### config.mk
export PLATFORM = sky130hd
export DESIGN_NAME = omb_top
export DESIGN_NICKNAME = d
export VERILOG_FILES = /design/src/hw/omb_pkg.sv /design/src/hw/omb_top.sv
export SDC_FILE = /design/constraint.sdc
export NUM_CORES = 1
export LEC_CHECK = 0
export ABC_AREA = 1
export ABC_CLOCK_PERIOD_IN_PS = 1400
export BUFFER_PORTS_ARGS = -buffer_cell sky130_fd_sc_hd__buf_2
export CAP_MARGIN = 20
export CORE_MARGIN = 3
export CORE_UTILIZATION = 45
export DETAILED_ROUTE_END_ITERATION = 16
export PLACE_DENSITY_LB_ADDON = 0.08
export SYNTH_ARGS = -nofsm -noshare
export SYNTH_HDL_FRONTEND = slang
export SYNTH_SLANG_ARGS = --single-unit
### constraint.sdc
create_clock -name mclk -period 1.4 [get_ports mclk]
set_input_delay 0.35 -clock mclk [delete_from_list [all_inputs] [get_ports mclk]]
set_output_delay 0.35 -clock mclk [all_outputs]
set_load 0.02 [all_outputs]
### src/hw/omb_pkg.sv
// package of constants for the operating mode bus configuration block
package omb_pkg;
	// ------------------------------------------------------------
	// register offsets (byte addresses on apb)
	// ------------------------------------------------------------
	localparam logic [7:0] ADDR_P2_DDR   = 8'h00;
	localparam logic [7:0] ADDR_P2_DATA  = 8'h04;
	localparam logic [7:0] ADDR_P3_DDR   = 8'h08;
	localparam logic [7:0] ADDR_P4_DDR   = 8'h0C;
	localparam logic [7:0] ADDR_P3_DATA  = 8'h10;
	localparam logic [7:0] ADDR_P4_DATA  = 8'h14;
	localparam logic [7:0] ADDR_MEM_CTL  = 8'h18;
	localparam logic [7:0] ADDR_STATUS   = 8'h1C;
	// ------------------------------------------------------------
	// field positions
	// ------------------------------------------------------------
	localparam int MODE_FIELD_LSB   = 5;
	localparam int MODE_SWITCH_BIT  = 5;
	localparam int EPROM_CTL_LSB    = 0;
	// ------------------------------------------------------------
	// reset values and fixed figures
	// ------------------------------------------------------------
	localparam logic [7:0] DDR_RESET  = 8'h00;
	localparam logic [7:0] DATA_RESET = 8'h00;
	localparam logic [1:0] EPROM_CTL_RESET = 2'h0;
	localparam int MODE_PINS   = 18;
	localparam int COMMON_PINS = 22;
	localparam logic [2:0] MODE_PROG   = 3'h0;
	localparam logic [2:0] MODE_NORAM  = 3'h3;
	localparam logic [2:0] MODE_RAMONLY = 3'h2;
	localparam logic [2:0] MODE_TEST   = 3'h4;
	localparam logic [2:0] MODE_NMUX   = 3'h5;
	localparam logic [2:0] MODE_SINGLE = 3'h7;
	localparam logic [15:0] VEC_NORMAL = 16'hFFF0;
	localparam logic [15:0] VEC_PROG   = 16'hBFF0;
	localparam logic [15:0] VEC_TEST   = 16'h00F0;
	localparam logic [15:0] EXT_NMUX_BASE = 16'h0100;
	// ------------------------------------------------------------
	// bus styles
	// ------------------------------------------------------------
	typedef enum logic [1:0] {
		BUS_SINGLE,
		BUS_NMUX,
		BUS_MUX
	} bus_style_type;
	// strobe pin roles
	typedef enum logic [2:0] {
		STB_PORT3_INPUT,
		STB_PORT3_OUTPUT,
		STB_EXTERNAL_IO_SELECT,
		STB_ADDRESS_LATCH,
		STB_READ_WRITE
	} strobe_role_type;
endpackage

### src/hw/omb_top.sv
// operating mode capture and mode-dependent bus configuration
// Function
// - eight modes set map, ports, vectors
// - modes 4,7 single; 5 nonmux; rest mux
// - mode shapes 18 pins, 22 fixed
// - write-only direction registers, readable data registers
// - single-chip: all ports are plain i/o
// - mode 7: input/output strobes, ram+eprom
// - mode 4 bit5 write enters mode 5
// - mode 5: port 3 data bus, 256 bytes
// - mode 5: port 4 input/address, io select
// - mux modes: port3 addr/data, latch strobe
// - ram/eprom presence follows the mode
// - mode 0: vectors at bff0, eprom programmable
// - two mode 0 eprom control bits
// - mode pins latched at reset release
// - mode number equals latched pin levels
// - mux: address at strobe fall, data e-high
// - mode 6 port 4 per-bit address outputs
//
// The APB slave port and the register offsets are this design's own decisions.
`timescale 1ns/100ps
module omb_top (
	// clock and reset
	input  wire logic        mclk,
	input  wire logic        rstn,
	// apb slave
	input  wire logic        psel,
	input  wire logic        penable,
	input  wire logic        pwrite,
	input  wire logic [7:0]  paddr,
	input  wire logic [31:0] pwdata,
	output logic             pready,
	output logic [31:0]      prdata,
	output logic             pslverr,
	// mode select pins
	input  wire logic        mode_select_pin_high,
	input  wire logic        mode_select_pin_mid,
	input  wire logic        mode_select_pin_low,
	// configuration outputs
	output logic [2:0]       mode_out,
	output logic [1:0]       bus_style,
	output logic [2:0]       strobe_ctl_first_role,
	output logic [2:0]       strobe_ctl_second_role,
	output logic             ram_internal,
	output logic             ram_page_alias,
	output logic             eprom_internal,
	output logic             eprom_prog_enable,
	output logic [15:0]      vector_base,
	output logic             vectors_external,
	output logic [7:0]       port3_oe,
	output logic [7:0]       port4_addr_sel,
	output logic             port3_mux_addr_data,
	output logic             ext_drive_e_high_only
);
	// ------------------------------------------------------------
	// pin synchronisers and reset-release capture
	// ------------------------------------------------------------
	logic [2:0] pin_s1_ff, pin_s2_ff;
	logic       captured_ff, nxt_captured;
	logic [2:0] mode_ff, nxt_mode;
	logic [7:0] p2_ddr_ff, nxt_p2_ddr;
	logic [7:0] p2_dat_ff, nxt_p2_dat;
	logic [7:0] p3_ddr_ff, nxt_p3_ddr;
	logic [7:0] p4_ddr_ff, nxt_p4_ddr;
	logic [7:0] p3_dat_ff, nxt_p3_dat;
	logic [7:0] p4_dat_ff, nxt_p4_dat;
	logic [1:0] epc_ff, nxt_epc;
	logic       rdy_ff, nxt_rdy;
	logic [31:0] rd_ff, nxt_rd;
	logic       err_ff, nxt_err;

	// no reset on these two stages: the pins must be sampled while reset is
	// still held, because the mode is taken at the first edge after release
	always_ff @(posedge mclk) begin
		pin_s1_ff <= {mode_select_pin_high, mode_select_pin_mid, mode_select_pin_low};
		pin_s2_ff <= pin_s1_ff;
	end

	// ------------------------------------------------------------
	// mode decode helper
	// ------------------------------------------------------------
	function automatic omb_pkg::bus_style_type style_of(input logic [2:0] m);
		if (m == omb_pkg::MODE_TEST || m == omb_pkg::MODE_SINGLE)
			return omb_pkg::BUS_SINGLE;
		else if (m == omb_pkg::MODE_NMUX)
			return omb_pkg::BUS_NMUX;
		else
			return omb_pkg::BUS_MUX;
	endfunction

	// ------------------------------------------------------------
	// register file and mode next state
	// ------------------------------------------------------------
	logic wr_take, rd_take;
	// a write lands only at the edge that completes the transfer
	assign wr_take = psel && penable && pwrite && rdy_ff;
	assign rd_take = psel && !penable;

	always_comb begin
		nxt_captured = 1'b1;
		nxt_mode     = mode_ff;
		nxt_p2_ddr   = p2_ddr_ff;
		nxt_p2_dat   = p2_dat_ff;
		nxt_p3_ddr   = p3_ddr_ff;
		nxt_p4_ddr   = p4_ddr_ff;
		nxt_p3_dat   = p3_dat_ff;
		nxt_p4_dat   = p4_dat_ff;
		nxt_epc      = epc_ff;
		nxt_rdy      = psel && penable && !rdy_ff;
		nxt_rd       = rd_ff;
		nxt_err      = 1'b0;
		// levels sampled after synchronising, once after release
		if (!captured_ff)
			nxt_mode = pin_s2_ff;
		if (wr_take) begin
			unique case (paddr)
				omb_pkg::ADDR_P2_DDR:  nxt_p2_ddr = pwdata[7:0];
				omb_pkg::ADDR_P2_DATA: begin
					nxt_p2_dat = pwdata[7:0];
					// only the test mode may leave its mode, and only to 5
					if (mode_ff == omb_pkg::MODE_TEST && pwdata[omb_pkg::MODE_SWITCH_BIT])
						nxt_mode = omb_pkg::MODE_NMUX;
				end
				omb_pkg::ADDR_P3_DDR:  nxt_p3_ddr = pwdata[7:0];
				omb_pkg::ADDR_P4_DDR:  nxt_p4_ddr = pwdata[7:0];
				omb_pkg::ADDR_P3_DATA: nxt_p3_dat = pwdata[7:0];
				omb_pkg::ADDR_P4_DATA: nxt_p4_dat = pwdata[7:0];
				omb_pkg::ADDR_MEM_CTL: nxt_epc = pwdata[omb_pkg::EPROM_CTL_LSB +: 2];
				default:               ;
			endcase
		end
		// unmapped writes are refused in the first access cycle so pslverr meets pready
		if (psel && penable && !rdy_ff && pwrite) begin
			unique case (paddr)
				omb_pkg::ADDR_P2_DDR, omb_pkg::ADDR_P2_DATA, omb_pkg::ADDR_P3_DDR,
				omb_pkg::ADDR_P4_DDR, omb_pkg::ADDR_P3_DATA, omb_pkg::ADDR_P4_DATA,
				omb_pkg::ADDR_MEM_CTL: ;
				default:               nxt_err = 1'b1;
			endcase
		end
		if (psel && penable && !rdy_ff && !pwrite) begin
			nxt_rd = 32'h0;
			unique case (paddr)
				// direction registers are write-only and read zero
				omb_pkg::ADDR_P2_DDR, omb_pkg::ADDR_P3_DDR,
				omb_pkg::ADDR_P4_DDR:  nxt_rd = 32'h0;
				omb_pkg::ADDR_P2_DATA: nxt_rd = {24'h0, mode_ff, p2_dat_ff[4:0]};
				omb_pkg::ADDR_P3_DATA: nxt_rd = {24'h0, p3_dat_ff};
				omb_pkg::ADDR_P4_DATA: nxt_rd = {24'h0, p4_dat_ff};
				omb_pkg::ADDR_MEM_CTL: nxt_rd = {30'h0, epc_ff};
				omb_pkg::ADDR_STATUS:  nxt_rd = {27'h0, style_of(mode_ff), mode_ff};
				default:               nxt_err = 1'b1;
			endcase
		end
		if (rd_take)
			nxt_err = 1'b0;
	end

	always_ff @(posedge mclk or negedge rstn) begin
		if (!rstn) begin
			captured_ff <= 1'b0;
			mode_ff     <= 3'h0;
			p2_ddr_ff   <= omb_pkg::DDR_RESET;
			p2_dat_ff   <= omb_pkg::DATA_RESET;
			p3_ddr_ff   <= omb_pkg::DDR_RESET;
			p4_ddr_ff   <= omb_pkg::DDR_RESET;
			p3_dat_ff   <= omb_pkg::DATA_RESET;
			p4_dat_ff   <= omb_pkg::DATA_RESET;
			epc_ff      <= omb_pkg::EPROM_CTL_RESET;
			rdy_ff      <= 1'b0;
			rd_ff       <= 32'h0;
			err_ff      <= 1'b0;
		end else begin
			captured_ff <= nxt_captured;
			mode_ff     <= nxt_mode;
			p2_ddr_ff   <= nxt_p2_ddr;
			p2_dat_ff   <= nxt_p2_dat;
			p3_ddr_ff   <= nxt_p3_ddr;
			p4_ddr_ff   <= nxt_p4_ddr;
			p3_dat_ff   <= nxt_p3_dat;
			p4_dat_ff   <= nxt_p4_dat;
			epc_ff      <= nxt_epc;
			rdy_ff      <= nxt_rdy;
			rd_ff       <= nxt_rd;
			err_ff      <= nxt_err;
		end
	end

	// ------------------------------------------------------------
	// mode-dependent configuration, registered
	// ------------------------------------------------------------
	logic [2:0]  mo_ff, nxt_mo;
	logic [1:0]  bs_ff, nxt_bs;
	logic [2:0]  s1_ff, nxt_s1;
	logic [2:0]  s2_ff, nxt_s2;
	logic        ri_ff, nxt_ri, ra_ff, nxt_ra, ei_ff, nxt_ei, ep_ff, nxt_ep;
	logic [15:0] vb_ff, nxt_vb;
	logic        ve_ff, nxt_ve;
	logic [7:0]  p3oe_ff, nxt_p3oe;
	logic [7:0]  p4a_ff, nxt_p4a;
	logic        mx_ff, nxt_mx, eh_ff, nxt_eh;

	always_comb begin
		nxt_mo   = mode_ff;
		nxt_bs   = style_of(mode_ff);
		nxt_ri   = 1'b1;
		nxt_ra   = 1'b0;
		nxt_ei   = 1'b1;
		nxt_ep   = 1'b0;
		nxt_vb   = omb_pkg::VEC_NORMAL;
		nxt_ve   = 1'b1;
		nxt_p3oe = 8'h00;
		nxt_p4a  = 8'h00;
		nxt_mx   = 1'b0;
		nxt_eh   = 1'b0;
		nxt_s1   = omb_pkg::STB_ADDRESS_LATCH;
		nxt_s2   = omb_pkg::STB_READ_WRITE;
		unique case (style_of(mode_ff))
			omb_pkg::BUS_SINGLE: begin
				// ports stay plain i/o under their direction registers
				nxt_p3oe = p3_ddr_ff;
				nxt_ve   = 1'b0;
				nxt_s1   = omb_pkg::STB_PORT3_INPUT;
				nxt_s2   = omb_pkg::STB_PORT3_OUTPUT;
			end
			omb_pkg::BUS_NMUX: begin
				nxt_ve  = 1'b0;
				nxt_p4a = p4_ddr_ff;
				nxt_s1  = omb_pkg::STB_EXTERNAL_IO_SELECT;
				nxt_eh  = 1'b1;
			end
			omb_pkg::BUS_MUX: begin
				nxt_mx  = 1'b1;
				nxt_eh  = 1'b1;
				nxt_p4a = 8'hFF;
			end
			default: ;
		endcase
		unique case (mode_ff)
			omb_pkg::MODE_TEST: begin
				nxt_ei = 1'b0;
				nxt_ra = 1'b1;
				nxt_vb = omb_pkg::VEC_TEST;
			end
			omb_pkg::MODE_NORAM: begin
				nxt_ri = 1'b0;
				nxt_ei = 1'b0;
			end
			omb_pkg::MODE_RAMONLY: nxt_ei = 1'b0;
			3'h6: begin
				// partial decode: a port 4 bit carries address only once software asks
				nxt_p4a = p4_ddr_ff;
				// vectors stay on chip in this mode
				nxt_ve  = 1'b0;
			end
			omb_pkg::MODE_PROG: begin
				nxt_vb = omb_pkg::VEC_PROG;
				nxt_ep = 1'b1;
			end
			default: ;
		endcase
	end

	always_ff @(posedge mclk or negedge rstn) begin
		if (!rstn) begin
			mo_ff <= 3'h0; bs_ff <= 2'h0; s1_ff <= 3'h0; s2_ff <= 3'h0;
			ri_ff <= 1'b0; ra_ff <= 1'b0; ei_ff <= 1'b0; ep_ff <= 1'b0;
			vb_ff <= 16'h0; ve_ff <= 1'b0; p3oe_ff <= 8'h00; p4a_ff <= 8'h00;
			mx_ff <= 1'b0; eh_ff <= 1'b0;
		end else begin
			mo_ff <= nxt_mo; bs_ff <= nxt_bs; s1_ff <= nxt_s1; s2_ff <= nxt_s2;
			ri_ff <= nxt_ri; ra_ff <= nxt_ra; ei_ff <= nxt_ei; ep_ff <= nxt_ep;
			vb_ff <= nxt_vb; ve_ff <= nxt_ve; p3oe_ff <= nxt_p3oe; p4a_ff <= nxt_p4a;
			mx_ff <= nxt_mx; eh_ff <= nxt_eh;
		end
	end

	// ------------------------------------------------------------
	// outputs, each straight from its flop
	// ------------------------------------------------------------
	assign pready   = rdy_ff;
	assign prdata   = rd_ff;
	assign pslverr  = err_ff;
	assign mode_out = mo_ff;
	assign bus_style = bs_ff;
	assign strobe_ctl_first_role  = s1_ff;
	assign strobe_ctl_second_role = s2_ff;
	assign ram_internal      = ri_ff;
	assign ram_page_alias    = ra_ff;
	assign eprom_internal    = ei_ff;
	assign eprom_prog_enable = ep_ff;
	assign vector_base       = vb_ff;
	assign vectors_external  = ve_ff;
	assign port3_oe          = p3oe_ff;
	assign port4_addr_sel    = p4a_ff;
	assign port3_mux_addr_data   = mx_ff;
	assign ext_drive_e_high_only = eh_ff;
endmodule

# Word-level counts from Yosys, hierarchy flattened
# Index checks and enable logic that the tools add are counted.
[op_classes] add_sub_neg=0 multipliers=0 n_div=0 order_cmp=0 n_eq_ne=15 n_shift=0 n_mux=26 bitwise_logic=0 reduce_logical=26
[ops] op="$pmux W8 S5" count=1
[ops] op="$eq A8 B5 Y1 const B" count=4
[ops] op="$pmux W16 S2" count=1
[ops] op="$eq A8 B4 Y1 const B" count=2
[ops] op="$mux W8" count=2
[ops] op="$pmux W8 S2" count=1
[ops] op="$mux W3" count=5
[ops] op="$mux W1" count=13
[ops] op="$eq A3 B3 Y1 const B" count=4
[ops] op="$reduce_and A2 Y1" count=6
[ops] op="$eq A8 B3 Y1 const B" count=1
[ops] op="$logic_and A1 B1 Y1" count=8
[ops] op="$logic_not A8 Y1" count=1
[ops] op="$reduce_or A8 Y1" count=1
[ops] op="$reduce_or A7 Y1" count=1
[ops] op="$eq A3 B2 Y1 const B" count=2
[ops] op="$mux W2" count=2
[ops] op="$pmux W2 S2" count=1
[ops] op="$reduce_or A2 Y1" count=2
[ops] op="$logic_not A1 Y1" count=3
[ops] op="$logic_not A3 Y1" count=1
[ops] op="$reduce_or A3 Y1" count=1
[ops] op="$eq A2 B1 Y1 const B" count=1
[ops] op="$eq A2 B2 Y1 const B" count=1
[ops] op="2 further kinds" count=2
[word_totals] regBits=133 latchBits=0 mem_bits_rw=0 romBits=0 in_bits=48 output_inout_bits=84 wordCells=94 memories=0

# Longest topological paths before layout
# Gate-level depths: netlist of run 1.
[depth] depth_word=7 mapped_depth=8 mapped_depth_nobuf=8

# Least setup slack after synthesis of run 1
# OpenSTA, ideal clock, no wires.
[synth_timing] path_type="flip-flop to flip-flop" startpoint="register rdy_ff, in the netlist pready" endpoint="register p4_dat_ff[6]" setup_ns=0.119 t_arrival_ns=1.233 t_required_ns=1.281 path_slack_ns=0.048 stages_incl_launch_ff=6 path_buffers=1 period_less_slack_ns=1.352 cell_sequence="dfrtp_1 nand4_2 nor3_4 buf_6 nand2_1 o21a_1"
[synth_via] elab_chain_len=2
[synth_rtl] item="start, declared" line="omb_top.sv:69" rtl="logic rdy_ff, nxt_rdy;"
[synth_rtl] item="start signal, assigned" line="omb_top.sv:184" rtl="rdy_ff <= nxt_rdy;"
[synth_rtl] item="$logic_and A1 B1 Y1" line="omb_top.sv:97" rtl="assign wr_take = psel && penable && pwrite && rdy_ff;"
[synth_rtl] item="$reduce_and A2 Y1 (no source line)"
[synth_rtl] item="end signal, assigned" line="omb_top.sv:169" rtl="p4_dat_ff <= omb_pkg::DATA_RESET;"
[synth_rtl] item="end signal, assigned" line="omb_top.sv:182" rtl="p4_dat_ff <= nxt_p4_dat;"
[synth_rtl] item="end, declared" line="omb_top.sv:67" rtl="logic [7:0] p4_dat_ff, nxt_p4_dat;"
# Every way passes these cells.
# A chain may end at the register's enable or synchronous reset.

==> summary.md, run 1 <==
| Metric | Value |
|---|---|
| Count of final max-slew check failures | `0` |
| Vias per Instance | `4.65` |
| Fin nets | `543` |
| Post-detailed-placement cell area | `4310 um^2` |
| Fraction of the core area covered by cells at the end of the flow | `55.5%` |
| All-layer global routing usage | `16.7%` |
| Share of layout cells above drive strength 1 | `28.0%` |
| Routed WL | `7.90 mm` |
| Via count | `2816` |
| Cell count after synthesis | `405` |
| First drt pass iteration count | `5` |
| Clock-pin slew of the registers on the worst-case setup and hold paths | `0.09 ns` |
| Net switching power | `1.43 mW` |
| Largest net degree at the start of global routing | `35` |
| Register area share after synthesis | `59.4%` |
| Synthesis-to-layout area growth | `19.8%` |
| Antenna violations before repair | `0` |
| Number of clock sinks | `92` |
| Kind of critical path | `register to output port` |
| Antenna cell count | `0` |
| Initial standard-cell utilization of the core | `46.3%` |
| Worst path arrival time | `0.95 ns` |
| Post-synthesis cell area | `3830 um^2` |
| Final GP Congestion | `0.805` |
| Number of standard-cell rows in the floorplan | `33` |
| Die X-Extent | `98.2 um` |
| Leakage power | `2.41 nW` |
| Crit Path Max Fanout | `7` |
| Placeable core region | `8260 um^2` |
| Worst setup timing slack at the placement stage | `-0.100 ns` |
| Most frequently used flop master after synthesis | `dfrtp_1` |
| Worst clock skew on the final layout | `0.0121 ns` |
| Cell-by-cell trace of the critical path | `buf_2` |
| Die area | `9650 um^2` |
| Number of CTS-inserted buffers | `9` |
| Cell with the biggest individual delay on the critical path | `dfrtp_1` |
| Fraction of power consumed by the clock network | `38.5%` |
| Share of the clock period used by the worst path | `92.8%` |
| Violation count after the first detailed-routing iteration | `93` |
| Die boundary height | `98.2 um` |
| Power density cells | `1210 nW/um^2` |
| Setup-failing EPs final | `0` |
| Final non-filler cell area | `4580 um^2` |
| Maxcap violations | `0` |
| Required time of the critical path | `1.05 ns` |
| Endpoint class of the critical path | `output port` |
| Wire length per cell after detailed routing | `13.1 um` |
| Worst-case clock buffer depth | `2` |
| Number of non-filler instances in the completed layout | `605` |
| Post-synthesis register bit count | `92` |
| Min cycle time layout | `1.30 ns` |
| Kind of launch point of the worst setup path | `register` |
| TritonCTS clock tree | `built` |
| RSZ-0062 raised after global routing | `no` |
| Number of H-tree levels | `3` |
| Top Ports | `132` |
| DRC violation count after routing | `0` |
| Class of the most critical hold timing path | `input pin to register` |
| Clk_lat worst skew | `0.36 ns` |
| Setup slack after layout | `0.100 ns` |
| HPWL Detailed | `5.73 mm` |
| Root buffer selected by CTS | `clkbuf_8` |
| Sequential fraction of design power | `50.3%` |
| Combinational share of power | `11.2%` |
| Via count of the first global-routing pass | `2586` |
| Layout fillers | `781` |
| Share of total power consumed by net switching | `25.7%` |
| Max Clock Freq | `769 MHz` |
| Maximum vdd ir drop | `0.524 mV` |
| Ys async rst share | `93.5%` |
| Wire length of the first global-routing pass | `12.7 mm` |
| # placed instances | `586` |
| CP Buf/Inv Count | `1` |
| Top delay family on crit path | `flip-flops` |
| Synth unique cells | `28` |
| Synth warnings | `0` |
| Final Hold Fails | `0` |
| Result of the run | `finished clean` |
| Delay of the slowest critical-path stage | `0.42 ns` |
| Average footprint of a synthesized cell | `9.45 um^2` |
| Number of input and output port buffers inserted | `77` |
| Internal power component | `4.13 mW` |
| Number of flops mapped to enable cells by yosys | `0` |
| R2r setup slk | `0.11 ns` |
| Remaining antenna violation count | `0` |
| Global route overflow | `0` |
stage by stage:
| step | setup TNS (ns) | power (mW) | hold slack [ns] |
|---|---|---|---|
| CTS | 0 | 5.62 | 0.0765 |
| global route | 0 | 5.79 | 0.0665 |
| floorplan | 0 | 3.29 | 0.0544 |
| finish | 0 | 5.56 | 0.0951 |
| detailed placement | -1.97 | 3.47 | 0.293 |
| global placement | -2.02 | 3.46 | 0.292 |
registers in the layout, indices dropped and copies added, names as in the netlist, 3 cells and up:
register        flops
pin_s1_ff           3
mode_out            3
vector_base         3
p4_dat_ff           8
p3_ddr_ff           8
p3_dat_ff           8
pin_s2_ff           3
p4_ddr_ff           8
prdata              8
port4_addr_sel      8
mode_ff             3
port3_oe            8
p2_dat_ff           5
final timing paths:
path                                      from             endpoint  cells past startpoint
min in group asynchronous                 rstn              pslverr                      2
max in group asynchronous                 rstn  port3_mux_addr_data                      3
max                            vector_base[13]      vector_base[10]                      1
min                        mode_select_pin_mid         pin_s1_ff[1]                      1
min reg2reg                       pin_s1_ff[2]         pin_s2_ff[2]                      0
max reg2reg                             pready         p4_ddr_ff[0]                      6
logic make-up after synthesis:
kind of cell           after synthesis  share of synthesized area [%]
and+or+nand+nor                    167                           19.1
DFF                                 92                           59.4
buffers and inverters               88                           13.0
AOI/OAI and AO/OA                   56                           8.30
other                                2                          0.196
timing repair:
item | CTS | global route
setup endpoints to repair | 0 | 9
hold endpoints to repair | 23 | 0
hold buffers | 1 | 0
gates resized for setup | 0 | 2
setup buffers | 0 | 2
layout by cell type, fill, tap and decap left out, drive strengths merged:
cell type / n
nor2: 41
dfxtp: 6
bufinv: 3
o21a: 8
nand3: 22
conb: 31
nand2: 100
clkbuf: 9
nor3: 1
a31oi: 2
dlygate4sd3: 1
dfrtp: 86
nand4: 2
inv: 40
nand3b: 1
o211ai: 5
o21ai: 38
a21oi: 2
o21bai: 1
buf: 99
clkinv: 2
power groups by stage:
| stage | combinational (mW) | sequential (mW) | clock [mW] |
|---|---|---|---|
| finish | 0.621 | 2.80 | 2.14 |
| global route | 0.675 | 2.81 | 2.30 |
| CTS | 0.622 | 2.80 | 2.20 |
| detailed placement | 0.619 | 2.85 | 0 |
| global placement | 0.616 | 2.85 | 0 |
| floorplan | 0.337 | 2.95 | 0 |
Yosys cell counts (all sizes together), types with 2 or more instances:
master,n,area (um^2)
o21a,8,60.1
buf,49,353
nand4,2,18.8
nand3,22,120
nor2,41,184
a21oi,2,10.0
dfrtp,86,2150
conb,2,7.51
o21ai,38,190
nand2,100,380
inv,38,143
o211ai,5,37.5
a31oi,2,12.5
dfxtp,6,120
routing by layer:
layer	GRT usage (%)	part of all wire, %
met5	0	0
met1	22.1	43
met2	27.0	49
met3	5.00	7.3
met4	4.41	0.89
final cells by class:
| cell class | instances | area (um^2) | area share, % |
|---|---|---|---|
| Sequential cell | 92 | 2270 | 49.6 |
| Clock buffer | 9 | 124 | 2.70 |
| Clock inverter | 7 | 121 | 2.65 |
| Tap cell | 105 | 131 | 2.87 |
| Multi-Input combinational cell | 254 | 1160 | 25.4 |
| Inverter | 38 | 143 | 3.11 |
| Timing Repair Buffer | 100 | 626 | 13.6 |
(Power assumes the default switching activity.)
==> run 2, diff against run 1 <==
--- a/config.mk
+++ b/config.mk
@@ -13,6 +13,7 @@
 export CORE_UTILIZATION = 45
 export DETAILED_ROUTE_END_ITERATION = 16
 export PLACE_DENSITY_LB_ADDON = 0.08
+export REMOVE_ABC_BUFFERS = 1
 export SYNTH_ARGS = -nofsm -noshare
 export SYNTH_HDL_FRONTEND = slang
 export SYNTH_SLANG_ARGS = --single-unit
==> run 2 against run 1 <==
Clock skew down 0.0035 ns. Cell area fell by 1.3%. Worst hold slack worse by 0.081 ns. Critical path depth is the same. Flip-flop and latch count did not move. Total power fell by 6.9%. Via count shrank 1.7%. Routed wire length is 3.6% lower. Sequential power barely moved.
==> summary.md, run 2 (synthesis gave the netlist of run 1 again) <==
| Metric | Value |
|---|---|
| Result of the run | `finished clean` |
| Worst setup path endpoint | `vector_base[10]` |
| Leading cell type in the layout, fill and taps excluded | `nand2_1` |
| CP Buf/Inv Count | `1 (unchanged)` |
| Worst setup timing slack at the placement stage | `-0.0763 ns (+0.0239 ns)` |
| Number of clock sinks | `92 (unchanged)` |
| Crit Path Max Fanout | `7 (unchanged)` |
| Top delay family on crit path | `flip-flops` |
| Max Clock Freq | `773 MHz (+0.43%)` |
| Share of layout cells above drive strength 1 | `27.7% (-0.34 points)` |
| Maximum vdd ir drop | `0.577 mV (+10%)` |
| Fraction of power consumed by the clock network | `34.1% (-4.4 points)` |
| Clk_lat worst skew | `0.35 ns (about the same)` |
| Most frequent cells in the layout | `nand2_1, dfrtp_1, buf_2` |
| Grt met1 use | `23.7% (+1.6 points)` |
| Fin nets | `542 (-0.18%)` |
| Violation count after the first detailed-routing iteration | `168 (+81%)` |
| Global route overflow | `0 (unchanged)` |
| Remaining antenna violation count | `0 (unchanged)` |
| Kind of launch point of the worst setup path | `register` |
| Maxcap violations | `0 (unchanged)` |
| Cell-by-cell trace of the critical path | `buf_2` |
| Final Hold Fails | `0 (unchanged)` |
| Count of final max-slew check failures | `0 (unchanged)` |
| HPWL Detailed | `5.54 mm (-3.4%)` |
| # placed instances | `588 (+0.34%)` |
| Final GP Congestion | `0.777 (-3.6%)` |
| Required time of the critical path | `1.05 ns (about the same)` |
| Leakage power | `2.39 nW (-0.91%)` |
| Routed WL | `7.62 mm (-3.6%)` |
| Count of buffers added by post-CTS timing repair for setup | `0 (unchanged)` |
| Share of the clock period used by the worst path | `92.4% (-0.40 points)` |
| TritonCTS clock tree | `built` |
| Power density cells | `1140 nW/um^2 (-5.7%)` |
| Root buffer selected by CTS | `clkbuf_8` |
| Number of H-tree levels | `3 (unchanged)` |
| Sequential fraction of design power | `53.9% (+3.6 points)` |
| Total design power | `5.17 mW (-6.9%)` |
| R2r setup slk | `0.11 ns (about the same)` |
| DRC violation count after routing | `0 (unchanged)` |
| Combinational share of power | `12.0% (+0.8 points)` |
| Net switching power | `1.41 mW (-1.4%)` |
| Antenna violations before repair | `0 (unchanged)` |
| Die area | `9650 um^2 (unchanged)` |
| Class of the most critical hold timing path | `input pin to async pin` |
| Final hold slack | `0.0138 ns (-0.0813 ns)` |
| Number of input and output port buffers inserted | `77 (unchanged)` |
| Grt peak-use layer | `met2` |
| Internal power component | `3.77 mW (-8.8%)` |
| Die X-Extent | `98.2 um (unchanged)` |
| Kind of critical path | `register to output port` |
| Delay of the slowest critical-path stage | `0.41 ns (about the same)` |
| Endpoint class of the critical path | `output port` |
| GRT met3 Usage | `3.29% (-1.7 points)` |
| RSZ-0062 raised after global routing | `no` |
| Synthesis-to-layout area growth | `18.2%` |
| Wire length of the first global-routing pass | `13.0 mm (+3.0%)` |
| Stages on the worst setup path | `1 (unchanged)` |
| Critical Path Start | `vector_base[13]` |
| Via count of the first global-routing pass | `2664 (+3.0%)` |
| Setup tns final | `0 ns (unchanged)` |
| Worst-case clock buffer depth | `2 (unchanged)` |
| Reg2reg path depth | `5 (-1)` |
| Fraction of the core area covered by cells at the end of the flow | `54.8% (-0.71 points)` |
| Placeable core region | `8260 um^2 (unchanged)` |
| Die boundary height | `98.2 um (unchanged)` |
| GR Util met2 | `26.7% (-0.26 points)` |
| Setup-failing EPs final | `0 (unchanged)` |
| Cell with the biggest individual delay on the critical path | `dfrtp_1` |
| Wire length per cell after detailed routing | `12.6 um (-3.4%)` |
| Final non-filler cell area | `4530 um^2 (-1.3%)` |
| Number of standard-cell rows in the floorplan | `33 (unchanged)` |
| First drt pass iteration count | `4 (-1)` |
| Clock-pin slew of the registers on the worst-case setup and hold paths | `0.09 ns (about the same)` |
| All-layer global routing usage | `17.0% (+0.32 points)` |
| Number of CTS-inserted buffers | `9 (unchanged)` |
| Via count | `2769 (-1.7%)` |
| Antenna cell count | `0 (unchanged)` |
| Share of total power consumed by net switching | `27.2% (+1.5 points)` |
| Min cycle time layout | `1.29 ns (-0.00562 ns)` |
| Worst path arrival time | `0.94 ns (about the same)` |
| Setup slack after layout | `0.106 ns (+0.00562 ns)` |
| Number of non-filler instances in the completed layout | `604 (-0.17%)` |
| Largest net degree at the start of global routing | `87 (+150%)` |
| Worst R2R Start | `pready` |
| Top Ports | `132 (unchanged)` |
| Post-detailed-placement cell area | `4310 um^2 (about the same)` |
| Vias per Instance | `4.58 (-1.5%)` |
| R2R Path End | `p4_dat_ff[0]` |
| Initial standard-cell utilization of the core | `46.3% (unchanged)` |
| Worst clock skew on the final layout | `0.00863 ns (-0.00346 ns)` |
run 2: worst min path at each step:
stage,to,cells past startpoint,slack [ns],from
after floorplan,bus_style[0],0,0.05,rstn
after global placement,pin_s2_ff[1],0,0.31,pin_s1_ff[1]
after detailed placement,pin_s2_ff[0],0,0.32,pin_s1_ff[0]
after CTS,vectors_external,2,0.03,rstn
after global routing,vectors_external,2,0.04,rstn
final,vectors_external,2,0.01,rstn
run 2: cell type report:
class                           instances  area, um^2
Clock buffer                           10         128
Clock inverter                          6        71.3
Fill cell                             831        3730
Inverter                               38         145
Multi-Input combinational cell        254        1170
Sequential cell                        92        2270
Tap cell                              105         131
Timing Repair Buffer                   99         607
run 2: routing by layer:
layer  up-vias  part of all wire, %
li1       1385                    -
met1      1298                   46
met2        76                   47
met3        10                  5.5
met4         0                  1.6
met5         -                    0
run 2: repair_timing:
| action | in CTS | in global routing |
|---|---|---|
| hold buffers | 0 | 0 |
| setup endpoints to repair | 0 | 12 |
| hold endpoints to repair | 0 | 0 |
| gates resized for setup | 0 | 4 |
run 2: power by group through the flow:
stage	clock, mW	sequential, mW	combinational [mW]
floorplan	0	2.98	0.203
global placement	0	2.84	0.621
detailed placement	0	2.84	0.627
CTS	1.83	2.79	0.628
global route	1.95	2.80	0.680
finish	1.77	2.79	0.620
==> run 3, diff against run 2 <==
--- a/config.mk
+++ b/config.mk
@@ -6,7 +6,7 @@
 export NUM_CORES = 1
 export LEC_CHECK = 0
 export ABC_AREA = 1
-export ABC_CLOCK_PERIOD_IN_PS = 1400
+export ABC_CLOCK_PERIOD_IN_PS = 1100
 export BUFFER_PORTS_ARGS = -buffer_cell sky130_fd_sc_hd__buf_2
 export CAP_MARGIN = 20
 export CORE_MARGIN = 3
==> constraint.sdc (replaced) <==
create_clock -name mclk -period 1.1 [get_ports mclk]
set_input_delay 0.275 -clock mclk [delete_from_list [all_inputs] [get_ports mclk]]
set_output_delay 0.275 -clock mclk [all_outputs]
set_load 0.02 [all_outputs]
==> run 3 against run 2 <==
Total power grew 33%. Critical endpoint is now vector_base[13]. Setup slack lost 0.25 ns. Flip-flop and latch count is the same. The run now ends with negative setup slack left. First-iteration DRC count shrank 13%. Combinational power grew 84%.
==> summary.md, run 3 (synthesis gave the netlist of run 1 again) <==
| Metric | Value |
|---|---|
| Result of the run | `finished, violations left` |
| Violations in the final reports | `negative setup slack` |
| Most frequent cells in the layout | `dfrtp_1, nand2_1, buf_6` |
| Number of CTS-inserted buffers | `9 (unchanged)` |
| Synthesis-to-layout area growth | `46.3%` |
| Worst clock skew on the final layout | `0.0130 ns (+0.00441 ns)` |
| Die X-Extent | `98.2 um (unchanged)` |
| Max Clock Freq | `801 MHz` |
| Kind of launch point of the worst setup path | `register` |
| Number of clock sinks | `92 (unchanged)` |
| RSZ-0062 raised after global routing | `yes` |
| # placed instances | `600 (+2.0%)` |
| Violation count after the first detailed-routing iteration | `147 (-13%)` |
| Final GP Congestion | `0.865 (+11%)` |
| Top delay family on crit path | `flip-flops` |
| Count of final max-slew check failures | `0 (unchanged)` |
| Cell with the biggest individual delay on the critical path | `dfrtp_2` |
| Leading cell type in the layout, fill and taps excluded | `dfrtp_1` |
| Number of non-filler instances in the completed layout | `647 (+7.1%)` |
| CP Buf/Inv Count | `1 (unchanged)` |
| Worst-case clock buffer depth | `2 (unchanged)` |
| Worst hold path startpoint | `psel` |
| Fin nets | `585 (+7.9%)` |
| Crit Path Max Fanout | `7 (unchanged)` |
| Cell-by-cell trace of the critical path | `buf_2` |
| First drt pass iteration count | `4 (unchanged)` |
| Global route overflow | `0 (unchanged)` |
| Count of cells along the worst hold path | `3` |
| Wire length per cell after detailed routing | `13.8 um (+9.8%)` |
| Clock-pin slew of the registers on the worst-case setup and hold paths | `0.08 ns (about the same)` |
| Die boundary height | `98.2 um (unchanged)` |
| Endpoint class of the critical path | `output port` |
| Number of input and output port buffers inserted | `77 (unchanged)` |
| Clk_lat worst skew | `0.36 ns (about the same)` |
| Setup-failing EPs final | `115 (+115)` |
| Worst setup timing slack at the placement stage | `-0.311 ns (-0.234 ns)` |
| Maxcap violations | `0 (unchanged)` |
| DRC violation count after routing | `0 (unchanged)` |
| Vias per Instance | `4.60 (+0.33%)` |
| HPWL Detailed | `5.81 mm (+4.9%)` |
| TritonCTS clock tree | `built` |
| Power density cells | `1230 nW/um^2 (+7.1%)` |
| Delay of the slowest critical-path stage | `0.45 ns (+0.04 ns)` |
| Number of H-tree levels | `3 (unchanged)` |
| Placeable core region | `8260 um^2 (unchanged)` |
| All-layer global routing usage | `18.1% (+1.1 points)` |
| Setup slack after layout | `-0.149 ns (-0.255 ns)` |
| Number of standard-cell rows in the floorplan | `33 (unchanged)` |
| Reg2reg path depth | `6 (+1)` |
| R2r setup slk | `-0.11 ns (-0.22 ns)` |
| Setup tns final | `-7.20 ns (-7.20 ns)` |
| Remaining antenna violation count | `0 (unchanged)` |
| Top Ports | `132 (unchanged)` |
| Largest net degree at the start of global routing | `55 (-37%)` |
| Root buffer selected by CTS | `clkbuf_8` |
| Final Hold Fails | `0 (unchanged)` |
| Worst hold path endpoint | `pready` |
| Share of layout cells above drive strength 1 | `46.3% (+19 points)` |
| R2R Path End | `port4_addr_sel[4]` |
| Maximum vdd ir drop | `0.754 mV (+31%)` |
| Initial standard-cell utilization of the core | `46.3% (unchanged)` |
| Share of the clock period used by the worst path | `114%` |
| Antenna violations before repair | `0 (unchanged)` |
| Routed WL | `8.96 mm (+18%)` |
| Wire length of the first global-routing pass | `13.8 mm (+5.8%)` |
| Antenna cell count | `0 (unchanged)` |
| Worst path arrival time | `0.97 ns (+0.03 ns)` |
| Leakage power | `2.77 nW (+16%)` |
| Via count of the first global-routing pass | `2778 (+4.3%)` |
| Required time of the critical path | `0.82 ns (-0.23 ns)` |
| Via count | `2976 (+7.5%)` |
| Min cycle time layout | `1.25 ns` |
| Fraction of the core area covered by cells at the end of the flow | `67.8% (+13 points)` |
| Class of the most critical hold timing path | `input pin to register` |
| Die area | `9650 um^2 (unchanged)` |
| Kind of critical path | `register to output port` |
| Worst R2R Start | `mode_ff[1]` |
-- run 3: cell count changes in the layout (fill, tap and decap cells not counted), sizes merged --
| cell | previous run | this run |
|---|---|---|
| clkbuf | 10 | 11 |
| bufinv | 1 | 0 |
| dlygate4sd3 | 0 | 4 |
| buf | 99 | 135 |
| nand2 | 100 | 101 |
| clkinv | 1 | 2 |
| inv | 40 | 41 |
-- run 3: metal layers --
metal | GRT usage [%] | part of all wire (%) | vias up | wire [um]
met5 | 0 | 0 | - | 0
met4 | 5.99 | 1.2 | 0 | 111
met3 | 3.00 | 4.7 | 11 | 424
met2 | 28.6 | 51 | 84 | 4540
met1 | 25.5 | 43 | 1409 | 3880
li1 | - | - | 1472 | -
-- run 3: worst max-delay path by stage --
stage                         start         endpoint  slack, ns  cells past startpoint
floorplan                mode_ff[1]      port3_oe[0]      -0.42                      5
global placement           paddr[3]        prdata[7]      -0.32                     10
detailed placement         paddr[1]     p3_dat_ff[1]      -0.31                      8
CTS                 vector_base[13]  vector_base[15]      -0.15                      1
global route        vector_base[13]  vector_base[12]      -0.20                      1
finish              vector_base[13]  vector_base[13]      -0.15                      1
-- run 3: stage by stage --
stage | hold slack [ns] | cell area, um^2 | total power, mW
global route | 0.180 | 5600 | 7.23
CTS | 0.00227 | 5100 | 6.83
global placement | 0.0976 | 4420 | 4.47
finish | 0.188 | 5600 | 6.86
floorplan | -0.0206 | 3580 | 4.05
detailed placement | 0.101 | 4420 | 4.47
-- run 3: cell type report --
class,instances,area (um^2)
clock buffers,9,124
clock inverters,7,66.3
fillers,661,2660
inverters,38,155
multi-input cells,255,1540
flip-flops and latches,92,2280
well taps,105,131
repair buffers,141,1310
-- run 3: report_power, final --
part / internal, mW / total, mW / switching (mW)
Clock: 0.871 / 2.13 / 1.26
Combinational: 0.482 / 1.14 / 0.660
Sequential: 3.51 / 3.58 / 0.0788
Total: 4.86 / 6.86 / 2.00
-- run 3: timing repair --
item	CTS	global route
pin swaps	7	14
endpoints found under the setup margin	118	127
cloned	0	3
endpoints found under the hold margin	87	2
hold buffers	2	2
buffers inserted	14	11
gates resized for setup	116	94
